**config.mk**
```make
export PLATFORM = sky130hd
export DESIGN_NAME = input_card
export DESIGN_NICKNAME = d
export VERILOG_FILES = /design/src/hdl/input_card_pkg.sv /design/src/hdl/pin_sync.sv /design/src/hdl/word_latch.sv /design/src/hdl/input_card.sv
export VERILOG_INCLUDE_DIRS = /design/src /design/src/hdl
export SDC_FILE = /design/constraint.sdc
export NUM_CORES = 1
export LEC_CHECK = 0
export BUFFER_PORTS_ARGS = -buffer_cell sky130_fd_sc_hd__buf_4
export CORE_ASPECT_RATIO = 1.1
export CORE_UTILIZATION = 48
export DETAILED_ROUTE_END_ITERATION = 8
export GPL_ROUTABILITY_DRIVEN = 0
export GPL_TIMING_DRIVEN = 0
export PLACE_DENSITY = 0.79
export SLEW_MARGIN = 20
export SYNTH_ARGS = -nofsm -noshare
export SYNTH_HDL_FRONTEND = slang
export SYNTH_SLANG_ARGS = --single-unit
```
**constraint.sdc**
```tcl
create_clock -name core_clk -period 2.32 [get_ports core_clk]
set_input_delay 0.232 -clock core_clk [delete_from_list [all_inputs] [get_ports core_clk]]
set_output_delay 0.232 -clock core_clk [all_outputs]
set_load 0.05 [all_outputs]
```
**src/hdl/input_card_map.svh**
```systemverilog
// register offsets, field positions and reset values of the input card
`ifndef INPUT_CARD_MAP_SVH
`define INPUT_CARD_MAP_SVH
`define ADDR_CTRL 8'h00
`define ADDR_SLOT 8'h04
`define ADDR_DATA 8'h08
`define ADDR_STAT 8'h0c
`define CTRL_ISEL 0
`define CTRL_TIMING 1
`define CTRL_ARM 2
`define CTRL_LOOPBACK 3
`define CTRL_RESET 4'h8
`define SLOT_LSB 0
`define SLOT_MSB 3
`define SLOT_GATE 8
`define CARD_SLOT 4'h2
`define DATA_WIDTH 12
`define WORD_REQ 12
`define STAT_WAIT 0
`define STAT_REQ 1
`define STAT_SELECTED 2
`define STAT_FLAG 3
`define STAT_GATE 4
`endif

```
**src/hdl/input_card_pkg.sv**
```systemverilog
// types shared by the input card modules
package input_card_pkg;
	typedef enum logic [1:0] {st_idle, st_gate_wait, st_done} card_state_e;
	typedef logic [11:0] data_word_t;
	typedef logic [12:0] return_word_t;
	typedef logic [7:0] reg_addr_t;
	typedef logic [31:0] bus_word_t;
endpackage

```
**src/hdl/pin_sync.sv**
```systemverilog
// two-stage synchroniser for pin inputs
`timescale 1ns/10ps
module pin_sync #(
	parameter int WIDTH = 1
) (
	input wire logic core_clk,
	input wire logic resetn,
	input wire logic [WIDTH-1:0] async_in,
	output logic [WIDTH-1:0] sync_out
);
	logic [WIDTH-1:0] stage1;
	logic [WIDTH-1:0] next_stage1;
	logic [WIDTH-1:0] next_sync_out;

	// first stage feeds only the second stage
	always_comb
	begin
		next_stage1 = async_in;
		next_sync_out = stage1;
	end

	always_ff @(posedge core_clk or negedge resetn)
	begin
		if (!resetn)
		begin
			stage1 <= '0;
			sync_out <= '0;
		end
		else
		begin
			stage1 <= next_stage1;
			sync_out <= next_sync_out;
		end
	end
endmodule // pin_sync

```
**src/hdl/word_latch.sv**
```systemverilog
// holds the captured input word and its request flag
`timescale 1ns/10ps
`include "input_card_map.svh"
module word_latch (
	input wire logic core_clk,
	input wire logic resetn,
	input wire logic capture,
	input wire logic clear,
	input wire input_card_pkg::data_word_t data_in,
	output input_card_pkg::data_word_t data_held,
	output logic request
);
	import input_card_pkg::*;
	data_word_t next_data_held;
	logic next_request;

	// capture wins over clear so a landing word is never lost
	always_comb
	begin
		next_data_held = data_held;
		next_request = request;
		if (clear)
			next_request = 1'b0;
		if (capture)
		begin
			next_data_held = data_in;
			next_request = 1'b1;
		end
	end

	// word stays put between captures
	always_ff @(posedge core_clk or negedge resetn)
	begin
		if (!resetn)
		begin
			data_held <= '0;
			request <= 1'b0;
		end
		else
		begin
			data_held <= next_data_held;
			request <= next_request;
		end
	end
endmodule // word_latch

```
**src/hdl/input_card.sv**
```systemverilog
// digital input card with gate/flag handshake behind a register port
// How it works
// - capture twelve input bits as return data
// - timing and arm both off: read completes without handshake
// - gate out, sample only after flag
// - flag latches data, ends backplane flag
// - many cards armed, only the last addressed slot answers
// - request flag sits above data bits
// - loopback ties gate to flag input
`timescale 1ns/10ps
`include "input_card_map.svh"
module input_card (
	input wire logic core_clk,
	input wire logic resetn,
	input wire input_card_pkg::reg_addr_t addr,
	input wire input_card_pkg::bus_word_t wdata,
	input wire logic wr,
	input wire logic rd,
	output input_card_pkg::bus_word_t rdata,
	input wire logic [11:0] data_pins,
	input wire logic ext_flag,
	output logic gate_out,
	output logic bp_flag
);
	import input_card_pkg::*;

	// control register and slot selection state
	logic [3:0] ctrl;
	logic [3:0] next_ctrl;
	logic selected;
	logic next_selected;

	// handshake sequencer state
	card_state_e state;
	card_state_e next_state;
	logic flag_prev;
	logic next_flag_prev;

	// pin outputs, registered so no decode glitch reaches the cable
	logic next_gate_out;
	logic next_bp_flag;

	// read port
	bus_word_t next_rdata;
	bus_word_t status;
	return_word_t ret_word;

	// synchronised pins
	data_word_t data_sync;
	logic ext_flag_sync;

	// flag source and its rising edge
	logic flag_src;
	logic flag_rise;

	// latch interface
	logic capture;
	logic clear;
	data_word_t data_held;
	logic request;

	// decoded bus accesses
	logic ctrl_write;
	logic slot_write;
	logic slot_match;
	logic gated;
	logic gated_hit;
	logic abort;

	// control fields and derived conditions
	logic isel;
	logic timing;
	logic armed;
	logic loopback;
	logic wait_mode;
	logic waiting;
	logic data_visible;

	// register offset compare, used for writes and reads
	function automatic logic hit(input reg_addr_t a, input reg_addr_t target);
		hit = (a == target);
	endfunction

	// data pins, each bit synchronised on its own: the source must hold
	// its word steady while the flag stands, or a capture can tear
	pin_sync #(
		.WIDTH(`DATA_WIDTH)
	) data_sync_u (
		.core_clk(core_clk),
		.resetn(resetn),
		.async_in(data_pins),
		.sync_out(data_sync)
	);

	// flag pin; only the second stage is ever read
	pin_sync #(
		.WIDTH(1)
	) flag_sync_u (
		.core_clk(core_clk),
		.resetn(resetn),
		.async_in(ext_flag),
		.sync_out(ext_flag_sync)
	);

	// storage for the captured word and its request flag
	word_latch latch_u (
		.core_clk(core_clk),
		.resetn(resetn),
		.capture(capture),
		.clear(clear),
		.data_in(data_sync),
		.data_held(data_held),
		.request(request)
	);

	// field views of the control register
	assign isel = ctrl[`CTRL_ISEL];
	assign timing = ctrl[`CTRL_TIMING];
	assign armed = ctrl[`CTRL_ARM];
	assign loopback = ctrl[`CTRL_LOOPBACK];

	// arm behaves as timing mode: a gated address waits for the flag
	assign wait_mode = timing || armed;
	assign waiting = (state == st_gate_wait);
	// data word hidden until input is selected and this slot addressed
	assign data_visible = isel && selected;

	// return word: request flag sits just above the data bits
	assign ret_word = {request, data_held};

	// write decode
	assign ctrl_write = wr && hit(addr, `ADDR_CTRL);
	assign slot_write = wr && hit(addr, `ADDR_SLOT);
	assign slot_match = (wdata[`SLOT_MSB:`SLOT_LSB] == `CARD_SLOT);
	assign gated = wdata[`SLOT_GATE];
	// only a gated address to this slot starts a handshake or disarms the card
	assign gated_hit = slot_write && slot_match && gated;
	// a gated address with input deselected disarms the card
	assign abort = gated_hit && !isel;

	// flag source: own gate when no external timing circuit is fitted
	assign flag_src = loopback ? gate_out : ext_flag_sync;
	// edge only from the second sync stage or the gate flop
	assign flag_rise = flag_src && !flag_prev;

	// control register and slot selection: next values
	always_comb
	begin
		next_ctrl = ctrl;
		next_selected = selected;
		if (ctrl_write)
			next_ctrl = wdata[`CTRL_LOOPBACK:`CTRL_ISEL];
		if (slot_write)
			next_selected = slot_match;
	end

	// control register and slot selection: registers
	always_ff @(posedge core_clk or negedge resetn)
	begin
		if (!resetn)
		begin
			ctrl <= `CTRL_RESET;
			selected <= 1'b0;
		end
		else
		begin
			ctrl <= next_ctrl;
			selected <= next_selected;
		end
	end

	// handshake sequencer: idle until a gated address, then either a
	// direct capture or a wait for the flag; done keeps the word, and
	// the next gated address clears only its request flag
	always_comb
	begin
		next_state = state;
		next_flag_prev = flag_src;
		capture = 1'b0;
		clear = 1'b0;
		unique case (state)
			st_idle, st_done:
			begin
				if (abort)
				begin
					clear = 1'b1;
					next_state = st_idle; // disarm, nothing captured
				end
				else if (gated_hit)
				begin
					clear = 1'b1;
					if (wait_mode)
						next_state = st_gate_wait;
					else
					begin
						capture = 1'b1;
						next_state = st_done;
					end
				end
			end
			st_gate_wait:
			begin
				// a landing flag beats a disarm in the same cycle
				if (flag_rise)
				begin
					capture = 1'b1;
					next_state = st_done;
				end
				else if (abort)
				begin
					clear = 1'b1;
					next_state = st_idle;
				end
			end
		endcase
	end

	// handshake sequencer: registers
	always_ff @(posedge core_clk or negedge resetn)
	begin
		if (!resetn)
		begin
			state <= st_idle;
			flag_prev <= 1'b0;
		end
		else
		begin
			state <= next_state;
			flag_prev <= next_flag_prev;
		end
	end

	// pin outputs follow the next state so they come straight from flops
	always_comb
	begin
		next_gate_out = (next_state == st_gate_wait);
		// backplane flag held while waiting; its fall is the trailing edge
		next_bp_flag = (next_state == st_gate_wait);
	end

	// pin outputs: registers
	always_ff @(posedge core_clk or negedge resetn)
	begin
		if (!resetn)
		begin
			gate_out <= 1'b0;
			bp_flag <= 1'b0;
		end
		else
		begin
			gate_out <= next_gate_out;
			bp_flag <= next_bp_flag;
		end
	end

	// status word, a live view of the handshake for software polling
	always_comb
	begin
		status = '0;
		status[`STAT_WAIT] = waiting;
		status[`STAT_REQ] = request;
		status[`STAT_SELECTED] = selected;
		status[`STAT_FLAG] = bp_flag;
		status[`STAT_GATE] = gate_out;
	end

	// read data, one cycle after the strobe, zero elsewhere;
	// a zero idle value lets several cards share a wired-or bus
	always_comb
	begin
		next_rdata = '0;
		if (rd)
		begin
			if (hit(addr, `ADDR_CTRL))
				next_rdata[`CTRL_LOOPBACK:`CTRL_ISEL] = ctrl;
			else if (hit(addr, `ADDR_DATA))
			begin
				// plain read leaves the stored word untouched
				if (data_visible)
					next_rdata[`WORD_REQ:0] = ret_word;
			end
			else if (hit(addr, `ADDR_STAT))
				next_rdata = status;
		end
	end

	// read data: register
	always_ff @(posedge core_clk or negedge resetn)
	begin
		if (!resetn)
		begin
			rdata <= '0;
		end
		else
		begin
			rdata <= next_rdata;
		end
	end
endmodule // input_card

```
==> results of run 1 <==
==> report_power, final <==
group | leakage (nW) | switching, W | internal (W) | total [W]
Combinational | 0.684 | 0.000119 | 0.0000808 | 0.000199
Clock | 0.0964 | 0.000367 | 0.000522 | 0.000889
Sequential | 0.775 | 0.0000107 | 0.00109 | 0.00110
Total | 1.56 | 0.000496 | 0.00169 | 0.00219
==> how the worst max path moves through the flow <==
stage	end	slack [ps]
after floorplan	latch_u.data_held[10]	370
after global placement	latch_u.data_held[11]	530
after detailed placement	latch_u.data_held[8]	480
after CTS	latch_u.data_held[8]	480
after global routing	latch_u.data_held[7]	440
final	latch_u.data_held[8]	500
==> final cells by class <==
type | instances | area [um^2]
Buffer | 23 | 185
Clock buffer | 12 | 145
Clock inverter | 4 | 47.5
Fill cell | 350 | 1530
Inverter | 2 | 7.51
Multi-Input combinational cell | 95 | 709
Sequential cell | 61 | 1530
Tap cell | 56 | 70.1
Timing Repair Buffer | 57 | 463
==> sequential cells by signal, summed over array words and instances, names as in the netlist <==
register	count
latch_u.data_held	12
state	2
flag_prev	1
ctrl	4
flag_sync_u.next_sync_out	1
bp_flag	1
data_sync_u.next_sync_out	12
flag_sync_u.sync_out	1
rdata	13
selected	1
data_sync_u.sync_out	12
latch_u.request	1
==> per-layer routing <==
layer  share of wire (%)  vias up
met2                  51       49
met5                   0        -
met1                  41      663
met4                 1.6        0
met3                 6.1        5
li1                    -      687
==> cells by family after synthesis <==
group	after synthesis
AOI/OAI and AO/OA	17
buffers and inverters	25
DFF	61
muxes	18
other	1
and+or+nand+nor	41
==> worst register-to-register path, cell delays in order, from the launching register on <==
cell and delay (ps):
dfstp_2 560, mux2i_1 110, or3_1 430, o21ai_4 130
buf_12 180, mux2_4 310
==> stage by stage <==
stage	setup WS [ps]	hold WS, ps	utilization (%)
after floorplan	367	-63.6	-
final	500	163	67.4
after global placement	530	331	60.3
after CTS	475	143	67.4
after global routing	441	148	67.4
after detailed placement	482	335	60.3
==> cell usage in the layout, fill, tap and decap left out, types with 3 or more instances in the layout <==
master         synthesis  routed
buf_4                 20      63
dfrtp_1               60      60
conb_1                 1      19
dlygate4sd3_1          0      14
clkbuf_8               0      10
nor2_1                 9       9
mux2_4                 9       9
and2_1                 8       8
mux2_2                 8       8
nand2_1                6       6
a21oi_1                5       5
nand3_1                3       3
clkbuf_1               1       3
a31oi_1                3       3
==> flow_summary.json, run 1 <==
{
  "syn_avg_cell_area_um2": 14.5,
  "ctsHoldBuffers": 14,
  "antenna_found_initial": 0,
  "cts.path.max_buffers": 2,
  "synthTopCellsByArea": "dfrtp_1, buf_4, mux2_4",
  "end_kind": "register",
  "portBuffers": 43,
  "stdcell_count": 310,
  "r2r.worst_path.cells": 5,
  "muxShareOfSynthArea_pct": 9.96,
  "crit_chain": "mux2i_1 > or3_1 > o21ai_4 > buf_12 > mux2_4",
  "grt.total_usage_pct": 16.4,
  "finalMaxSlewViolations": 0,
  "worstSetupPathType": "register to register",
  "min-delay-start": "wdata[1]",
  "dp_hpwl_um": 2500,
  "die-area_um2": 5210,
  "synth_top_family_by_area": "simple AND/OR/NAND/NOR gates",
  "critPathMaxStageDelay_ps": 560,
  "min_period_over_period_pct": 78.5,
  "stdcell_area_um2": 3160,
  "synth.distinct_cells": 38,
  "dieWidth_um": 68.9,
  "rsz0062_at_grt": "false",
  "finalSetupViolCount": 0,
  "syn_area_um2": 2360,
  "cts_tree": "built",
  "synth_xor_xnor_area_share_pct": 0,
  "ctsResizeCount": 0,
  "cp_top_family": "flip-flops",
  "postSynthCellCount": 163,
  "synth_flop_cell": "dfrtp_1",
  "num_antenna_cells": 0,
  "fmax_ghz": 0.549,
  "drive_above_1_share_pct": 40.9,
  "synthMostInstantiatedCell": "dfrtp_1",
  "die_h_um": 75.6,
  "hp-class": "input port to register",
  "synth_seq_cells": 61,
  "p_total_w": 0.00219,
  "synth_area_leader_cell": "dfrtp_1",
  "fin_nets": 306,
  "grt_pass1_vias": 1288,
  "cp.depth": 5,
  "slowest_stage": "dfstp_2",
  "max_slew.worst_pin.slew_ps": 722,
  "grt_pass1_wl_um": 5810,
  "leakage_nw": 1.56,
  "r2r_slack_ps": 500,
  "r2r_end": "latch_u.data_held[8]",
  "final.setup_skew_ps": 6.09,
  "synth_edf_count": 0,
  "maxSlewHeadroom_pct": 51.9,
  "dpl-instance-area_um2": 2820,
  "power_density_nw_per_um2": 694,
  "synth_compound_area_share_pct": 5.08,
  "r2r-start": "ctrl[3]",
  "run_status": "finished clean",
  "routedWlPerCell_um": 11.8,
  "synth_top_area_share_pct": 63.6,
  "cp.required_ps": 2530,
  "post-route-min-period_ps": 1820,
  "synthArstFlopShare_pct": 100,
  "post_cts_buffers": 0,
  "dr.pass1.iters": 4,
  "met1_usage_pct": 20.2,
  "overflow": 0,
  "vias": 1404,
  "ctsHtreeMaxLevel": 3,
  "tritoncts.num_buffers": 9,
  "clock_sinks": 61,
  "hold-path-cell-count": 2,
  "drtIter0Drc": 122,
  "clk_pin_slew_ps": 60,
  "grt_max_degree": 62,
  "critPathLaunch": "ctrl[3]",
  "finalHoldViolCount": 0,
  "grt-busiest-layer": "met2",
  "grt_use_met2_pct": 24.1,
  "synth_common_cells": "dfrtp_1, buf_4, mux2_4, nor2_1",
  "cap_viol_max_count": 0,
  "grt_util_met3_pct": 5.99,
  "place_inst": 280,
  "row_count": 26,
  "critPathLaunchType": "register",
  "path_buf_inv": 1,
  "clock_latency_ps": 330,
  "start_util_pct": 50.4,
  "ioPinCount": 91,
  "holdPathEnd": "ctrl[1]",
  "arrival_ps": 2030,
  "via_per_inst": 4.53,
  "wl_um": 3650,
  "synthAdderAreaFrac_pct": 0,
  "core_area_um2": 4680,
  "cts_root_buf": "clkbuf_8",
  "vdd_drop_max_mv": 0.455,
  "drc_errors": 0,
  "yosysWarnings": 0,
  "ant_nets": 0,
  "area_growth_pct": 33.6,
  "crit_path_max_fanout": 10,
  "yosys.area_share.simple_pct": 12.0,
  "fin_setup_tns_ps": 0,
  "ys_seq_area_share_pct": 64.7
}
No activity file was read; power rests on OpenSTA's default activity.
==> run 2, diff against run 1 <==
==> constraint.sdc (replaced) <==
create_clock -name core_clk -period 1.7 [get_ports core_clk]
set_input_delay 0.17 -clock core_clk [delete_from_list [all_inputs] [get_ports core_clk]]
set_output_delay 0.17 -clock core_clk [all_outputs]
set_load 0.05 [all_outputs]
==> flow_summary.json, run 2 (synthesis gave the netlist of run 1 again) <==
{
  "start_util_pct": 50.4,
  "routed.top_layer": "met4",
  "clk_pin_slew_ps": 60,
  "vdd_drop_max_mv": 0.585,
  "p_total_w": 0.00321,
  "seqPwrFrac_pct": 46.9,
  "critPathLaunch": "ctrl[3]",
  "switchingPower_w": 0.000699,
  "layout_commonest_cell": "buf_4",
  "power_density_nw_per_um2": 980,
  "place_inst": 280,
  "met3WireLength_um": 205,
  "vias": 1440,
  "overflow": 0,
  "post-route-min-period_ps": 1730,
  "end_kind": "register",
  "area_growth_pct": 38.7,
  "finalMaxSlewViolations": 0,
  "slowest_stage": "dfstp_2",
  "portBuffers": 43,
  "worstSetupPathType": "register to register",
  "cts_root_buf": "clkbuf_8",
  "clock_sinks": 61,
  "finalSetupViolCount": 7,
  "die-area_um2": 5210,
  "run_status": "finished, violations left",
  "clock_power_share_pct": 44.4,
  "stdcell_count": 318,
  "drtIter0Drc": 106,
  "swShare_pct": 21.8,
  "n_fill_cell": 344,
  "critPathLaunchType": "register",
  "critPathMaxStageDelay_ps": 550,
  "via_per_inst": 4.53,
  "layout_common_cells": "buf_4, dfrtp_1, conb_1, dlygate4sd3_1, clkbuf_8",
  "fin_ws_ps": -32.9,
  "r2r_slack_ps": -30,
  "hp-class": "input port to register",
  "dp_hpwl_um": 2470,
  "largest_reg_flops": 13,
  "dr_wl_met2_um": 2080,
  "cp.required_ps": 1920,
  "cap_viol_max_count": 0,
  "antenna_found_initial": 0,
  "die_h_um": 75.6,
  "crit_chain": "mux2i_2 > or3_4 > o21ai_4 > clkbuf_16 > mux2_4",
  "finalHoldViolCount": 0,
  "p_int_w": 0.00251,
  "r2r_end": "latch_u.data_held[7]",
  "grt.total_usage_pct": 17.7,
  "clock_latency_ps": 330,
  "maxSlewHeadroom_pct": 52.3,
  "wl_um": 3960,
  "fin_nets": 314,
  "ctsHtreeMaxLevel": 3,
  "grt_max_degree": 62,
  "m1WireLength_um": 1630,
  "min_period_over_period_pct": 102,
  "tritoncts.num_buffers": 9,
  "cts.path.max_buffers": 2,
  "num_antenna_cells": 0,
  "dr.pass1.iters": 4,
  "ant_nets": 0,
  "grt_pass1_wl_um": 6340,
  "violations": "setup timing",
  "leakage_nw": 1.62,
  "cts_tree": "built",
  "core_area_um2": 4680,
  "crit_path_end": "latch_u.data_held[7]",
  "grt_pass1_vias": 1316,
  "max_slew.worst_pin.slew_ps": 715,
  "dieWidth_um": 68.9,
  "final.setup_skew_ps": 8.88,
  "r2r-start": "ctrl[3]",
  "rsz0062_at_grt": "true",
  "fmax_ghz": 0.577,
  "pwr-share-comb_pct": 8.7,
  "routedWlPerCell_um": 12.4,
  "r2r.worst_path.cells": 5,
  "crit_path_max_fanout": 5,
  "ioPinCount": 91,
  "drive_above_1_share_pct": 43.9,
  "arrival_ps": 1950,
  "top_register": "rdata",
  "drc_errors": 0,
  "row_count": 26
}
-- run 2: changes by cell type in the layout (fill, tap and decap cells not counted) --
cell,previous run,this run
clkbuf_16,0,1
dfrtp_1,60,59
or3_4,0,1
mux2i_2,0,1
dfrtp_2,0,1
mux2i_1,1,0
or3_1,1,0
clkinv_2,2,0
buf_4,63,70
bufinv_16,1,2
clkbuf_8,10,11
-- run 2: timing repair --
action                     4_1_cts  5_1_grt
hold endpoints to repair        73        0
buffers inserted                 5        2
hold buffers                    14        0
setup endpoints to repair        9        9
resized for setup                1        1
gates cloned                     1        0
-- run 2: layout make-up --
type	instances	area (um^2)	area share, %
tap	56	70.1	2.14
buffer	23	185	5.65
timing repair buffer	65	541	16.5
clock inverter	3	67.6	2.06
inverter	2	7.51	0.229
clock buffer	13	159	4.85
multi-input combinational	95	718	21.9
sequential	61	1530	46.7
-- run 2: worst min-delay path by stage --
stage	slack (ps)	cells past startpoint	endpoint	from
global placement	270	1	data_sync_u.next_sync_out[5]	resetn
detailed placement	280	1	data_sync_u.next_sync_out[5]	resetn
floorplan	-130	0	bp_flag	resetn
finish	80	2	ctrl[1]	wdata[1]
global route	60	2	ctrl[1]	wdata[1]
CTS	60	2	ctrl[1]	wdata[1]
-- run 2: critical path: cells and delay by family, from the launching register on --
| kind | cells | cell delay, ps |
|---|---|---|
| and+or+nand+nor | 1 | 390 |
| buffers and inverters | 1 | 200 |
| AOI/OAI and AO/OA | 1 | 120 |
| muxes | 2 | 360 |
| DFF | 1 | 550 |
-- run 2: through the flow --
stage | util, % | hold slack (ps) | cell area, um^2 | setup TNS [ps] | setup WS [ps]
6_report | 70.0 | 82.8 | 3280 | -184 | -32.9
5_1_grt | 70.0 | 63.7 | 3280 | -607 | -75.1
4_1_cts | 69.7 | 62.6 | 3260 | -292 | -42.9
3_5_place_dp | 60.5 | 278 | 2830 | -455 | -59.0
3_3_place_gp | 60.5 | 271 | 2830 | -273 | -30.8
2_1_floorplan | - | -126 | 2440 | -252 | -28.0
-- run 2: power groups by stage --
| stage | logic (W) | registers, W | clock network (W) |
|---|---|---|---|
| 2_1_floorplan | 0.000161 | 0.00153 | 0 |
| 3_3_place_gp | 0.000245 | 0.00153 | 0 |
| 3_5_place_dp | 0.000248 | 0.00153 | 0 |
| 4_1_cts | 0.000277 | 0.00151 | 0.00146 |
| 5_1_grt | 0.000299 | 0.00151 | 0.00154 |
| 6_report | 0.000278 | 0.00151 | 0.00143 |
-- run 2: metal layers --
| layer | GRT usage [%] | up-vias |
|---|---|---|
| li1 | - | 710 |
| met5 | 0 | - |
| met1 | 21.7 | 679 |
| met4 | 9.52 | 0 |
| met3 | 6.44 | 5 |
| met2 | 27.3 | 46 |
==> run 3, diff against run 2 <==
--- a/config.mk
+++ b/config.mk
@@ -6,13 +6,13 @@
 export SDC_FILE = /design/constraint.sdc
 export NUM_CORES = 1
 export LEC_CHECK = 0
+export ABC_AREA = 1
 export BUFFER_PORTS_ARGS = -buffer_cell sky130_fd_sc_hd__buf_4
-export CORE_ASPECT_RATIO = 1.1
 export CORE_UTILIZATION = 48
 export DETAILED_ROUTE_END_ITERATION = 8
 export GPL_ROUTABILITY_DRIVEN = 0
 export GPL_TIMING_DRIVEN = 0
-export PLACE_DENSITY = 0.79
+export PLACE_DENSITY = 0.78
 export SLEW_MARGIN = 20
 export SYNTH_ARGS = -nofsm -noshare
 export SYNTH_HDL_FRONTEND = slang
==> flow_summary.json, run 3 <==
{
  "num_antenna_cells": 0,
  "postSynthCellCount": 239,
  "synth_top_area_share_pct": 62.0,
  "via_per_inst": 4.31,
  "drive_above_1_share_pct": 29.4,
  "syn_avg_cell_area_um2": 10.1,
  "post-route-min-period_ps": 1460,
  "critPathLaunchType": "register",
  "dp_hpwl_um": 2680,
  "hold-path-cell-count": 3,
  "synthMostInstantiatedCell": "dfrtp_1",
  "end_kind": "register",
  "fin_nets": 383,
  "ant_nets": 0,
  "r2r_slack_ps": 240,
  "n_fill_cell": 383,
  "fin_setup_tns_ps": 0,
  "cts.path.max_buffers": 2,
  "antenna_found_initial": 0,
  "ioPinCount": 91,
  "arrival_ps": 1690,
  "crit_path_max_fanout": 10,
  "synth_flop_cell": "dfrtp_1",
  "hp-class": "input port to register",
  "power_density_nw_per_um2": 995,
  "overflow": 0,
  "vdd_drop_max_mv": 0.652,
  "synthArstFlopShare_pct": 100,
  "max_slew.worst_pin.slew_ps": 700,
  "fin_ws_ps": 242,
  "dr.pass1.iters": 4,
  "synth_seq_cells": 61,
  "top_register": "rdata",
  "finalSetupViolCount": 0,
  "cap_viol_max_count": 0,
  "yosysWarnings": 0,
  "synth_common_cells": "dfrtp_1, nand2_1, nor2_1",
  "synth_edf_count": 0,
  "grt.total_usage_pct": 17.1,
  "vias": 1711,
  "largest_reg_flops": 13,
  "ctsHtreeMaxLevel": 3,
  "drc_errors": 0,
  "min-delay-start": "wdata[3]",
  "die_h_um": 73,
  "area_growth_pct": 35.1,
  "clock_sinks": 61,
  "cts_tree": "built",
  "grt_pass1_vias": 1562,
  "wl_um": 4030,
  "r2r.worst_path.cells": 6,
  "routedWlPerCell_um": 10.2,
  "dp_slack_ps": 244,
  "grt_max_degree": 62,
  "portBuffers": 44,
  "start_util_pct": 50.6,
  "cts_root_buf": "clkbuf_8",
  "layout_commonest_cell": "buf_4",
  "rsz0062_at_grt": "false",
  "worstSetupPathType": "register to register",
  "core_area_um2": 4790,
  "drtIter0Drc": 126,
  "die-area_um2": 5330,
  "cp.required_ps": 1930,
  "synth.distinct_cells": 24,
  "finalHoldViolCount": 0,
  "r2r-start": "ctrl[3]",
  "holdPathEnd": "ctrl[3]",
  "fmax_ghz": 0.686,
  "leakage_nw": 1.74,
  "run_status": "finished clean",
  "clock_latency_ps": 330,
  "grt_pass1_wl_um": 6500,
  "finalMaxSlewViolations": 0,
  "synthTopCellsByArea": "dfrtp_1, nand2_1, buf_4",
  "min_period_over_period_pct": 85.8,
  "r2r_end": "latch_u.data_held[6]",
  "maxSlewHeadroom_pct": 53.4,
  "row_count": 25,
  "layout_common_cells": "buf_4, dfrtp_1, nand2_1, nor2_1, inv_1",
  "clk_pin_slew_ps": 70,
  "ys_seq_area_share_pct": 63.1,
  "syn_area_um2": 2420,
  "final.setup_skew_ps": 6.88,
  "dieWidth_um": 73,
  "tritoncts.num_buffers": 9,
  "synth_area_leader_cell": "dfrtp_1"
}
## run 3: cell types whose count changed in the layout (fill, tap and decap cells not counted), moves of 7 or more
cell / delta
nand2_1: +52
mux2_4: -9
mux2_2: -8
nor2_1: +17
and2_1: -7
nand3_1: +16
inv_1: +18
## run 3: final cells by class
class | count | area [um^2] | share of cell area (%)
tap | 67 | 83.8 | 2.56
sequential | 61 | 1530 | 46.7
timing repair buffer | 58 | 470 | 14.4
clock inverter | 5 | 100 | 3.06
buffer | 24 | 194 | 5.93
multi-input combinational | 149 | 679 | 20.8
clock buffer | 10 | 128 | 3.90
inverter | 23 | 86.3 | 2.64
## run 3: kinds of logic after synthesis
group           count (synthesis)  share of synthesized area [%]
simple gates                  117                           22.3
flops                          61                           63.1
buf+inv                        47                           11.6
compound gates                 13                           2.84
other cells                     1                          0.155
## run 3: metal layers
layer | vias to the layer above | share of wire (%) | global-route usage [%]
met1 | 771 | 43 | 18.6
li1 | 871 | - | -
met2 | 60 | 49 | 27.9
met3 | 9 | 5.6 | 6.63
met5 | - | 0 | 0
met4 | 0 | 2.5 | 11.1
## run 3: how the worst max path moves through the flow
stage            start                    end  depth (start not counted)
4_1_cts        ctrl[3]   latch_u.data_held[8]                          6
6_report       ctrl[3]   latch_u.data_held[6]                          6
3_3_place_gp   ctrl[3]   latch_u.data_held[8]                          6
3_5_place_dp   ctrl[3]   latch_u.data_held[8]                          6
5_1_grt        ctrl[3]   latch_u.data_held[8]                          6
2_1_floorplan  bp_flag  latch_u.data_held[10]                          6
## run 3: stage by stage
step | utilization (%) | cells | power, W | hold slack (ps) | area, um^2
3_3_place_gp | 60.6 | 368 | 0.00178 | 271 | 2900
3_5_place_dp | 60.6 | 368 | 0.00178 | 269 | 2900
6_report | 68.3 | 397 | 0.00325 | 94.2 | 3270
5_1_grt | 68.3 | 397 | 0.00338 | 87.2 | 3270
4_1_cts | 68.3 | 397 | 0.00328 | 78.2 | 3270
2_1_floorplan | - | 257 | 0.00169 | -126 | 2490
## run 3: timing repair
action	CTS	global route
gates resized for setup	0	0
hold endpoints to repair	73	0
hold buffers	14	0
setup buffers	0	0
## run 3: where the power goes
part	switching, W	internal (W)	leakage (nW)	total (W)
Sequential	0.0000137	0.00149	0.775	0.00150
Combinational	0.000169	0.000106	0.847	0.000275
Clock	0.000515	0.000960	0.116	0.00148
## run 3: critical path, cell delays in order, from the launching register on
cell     delay, ps
dfstp_2        570
nor2_1          60
a21oi_2        200
nand3_4        150
buf_2          210
nand3_1        110
nand2_1         60
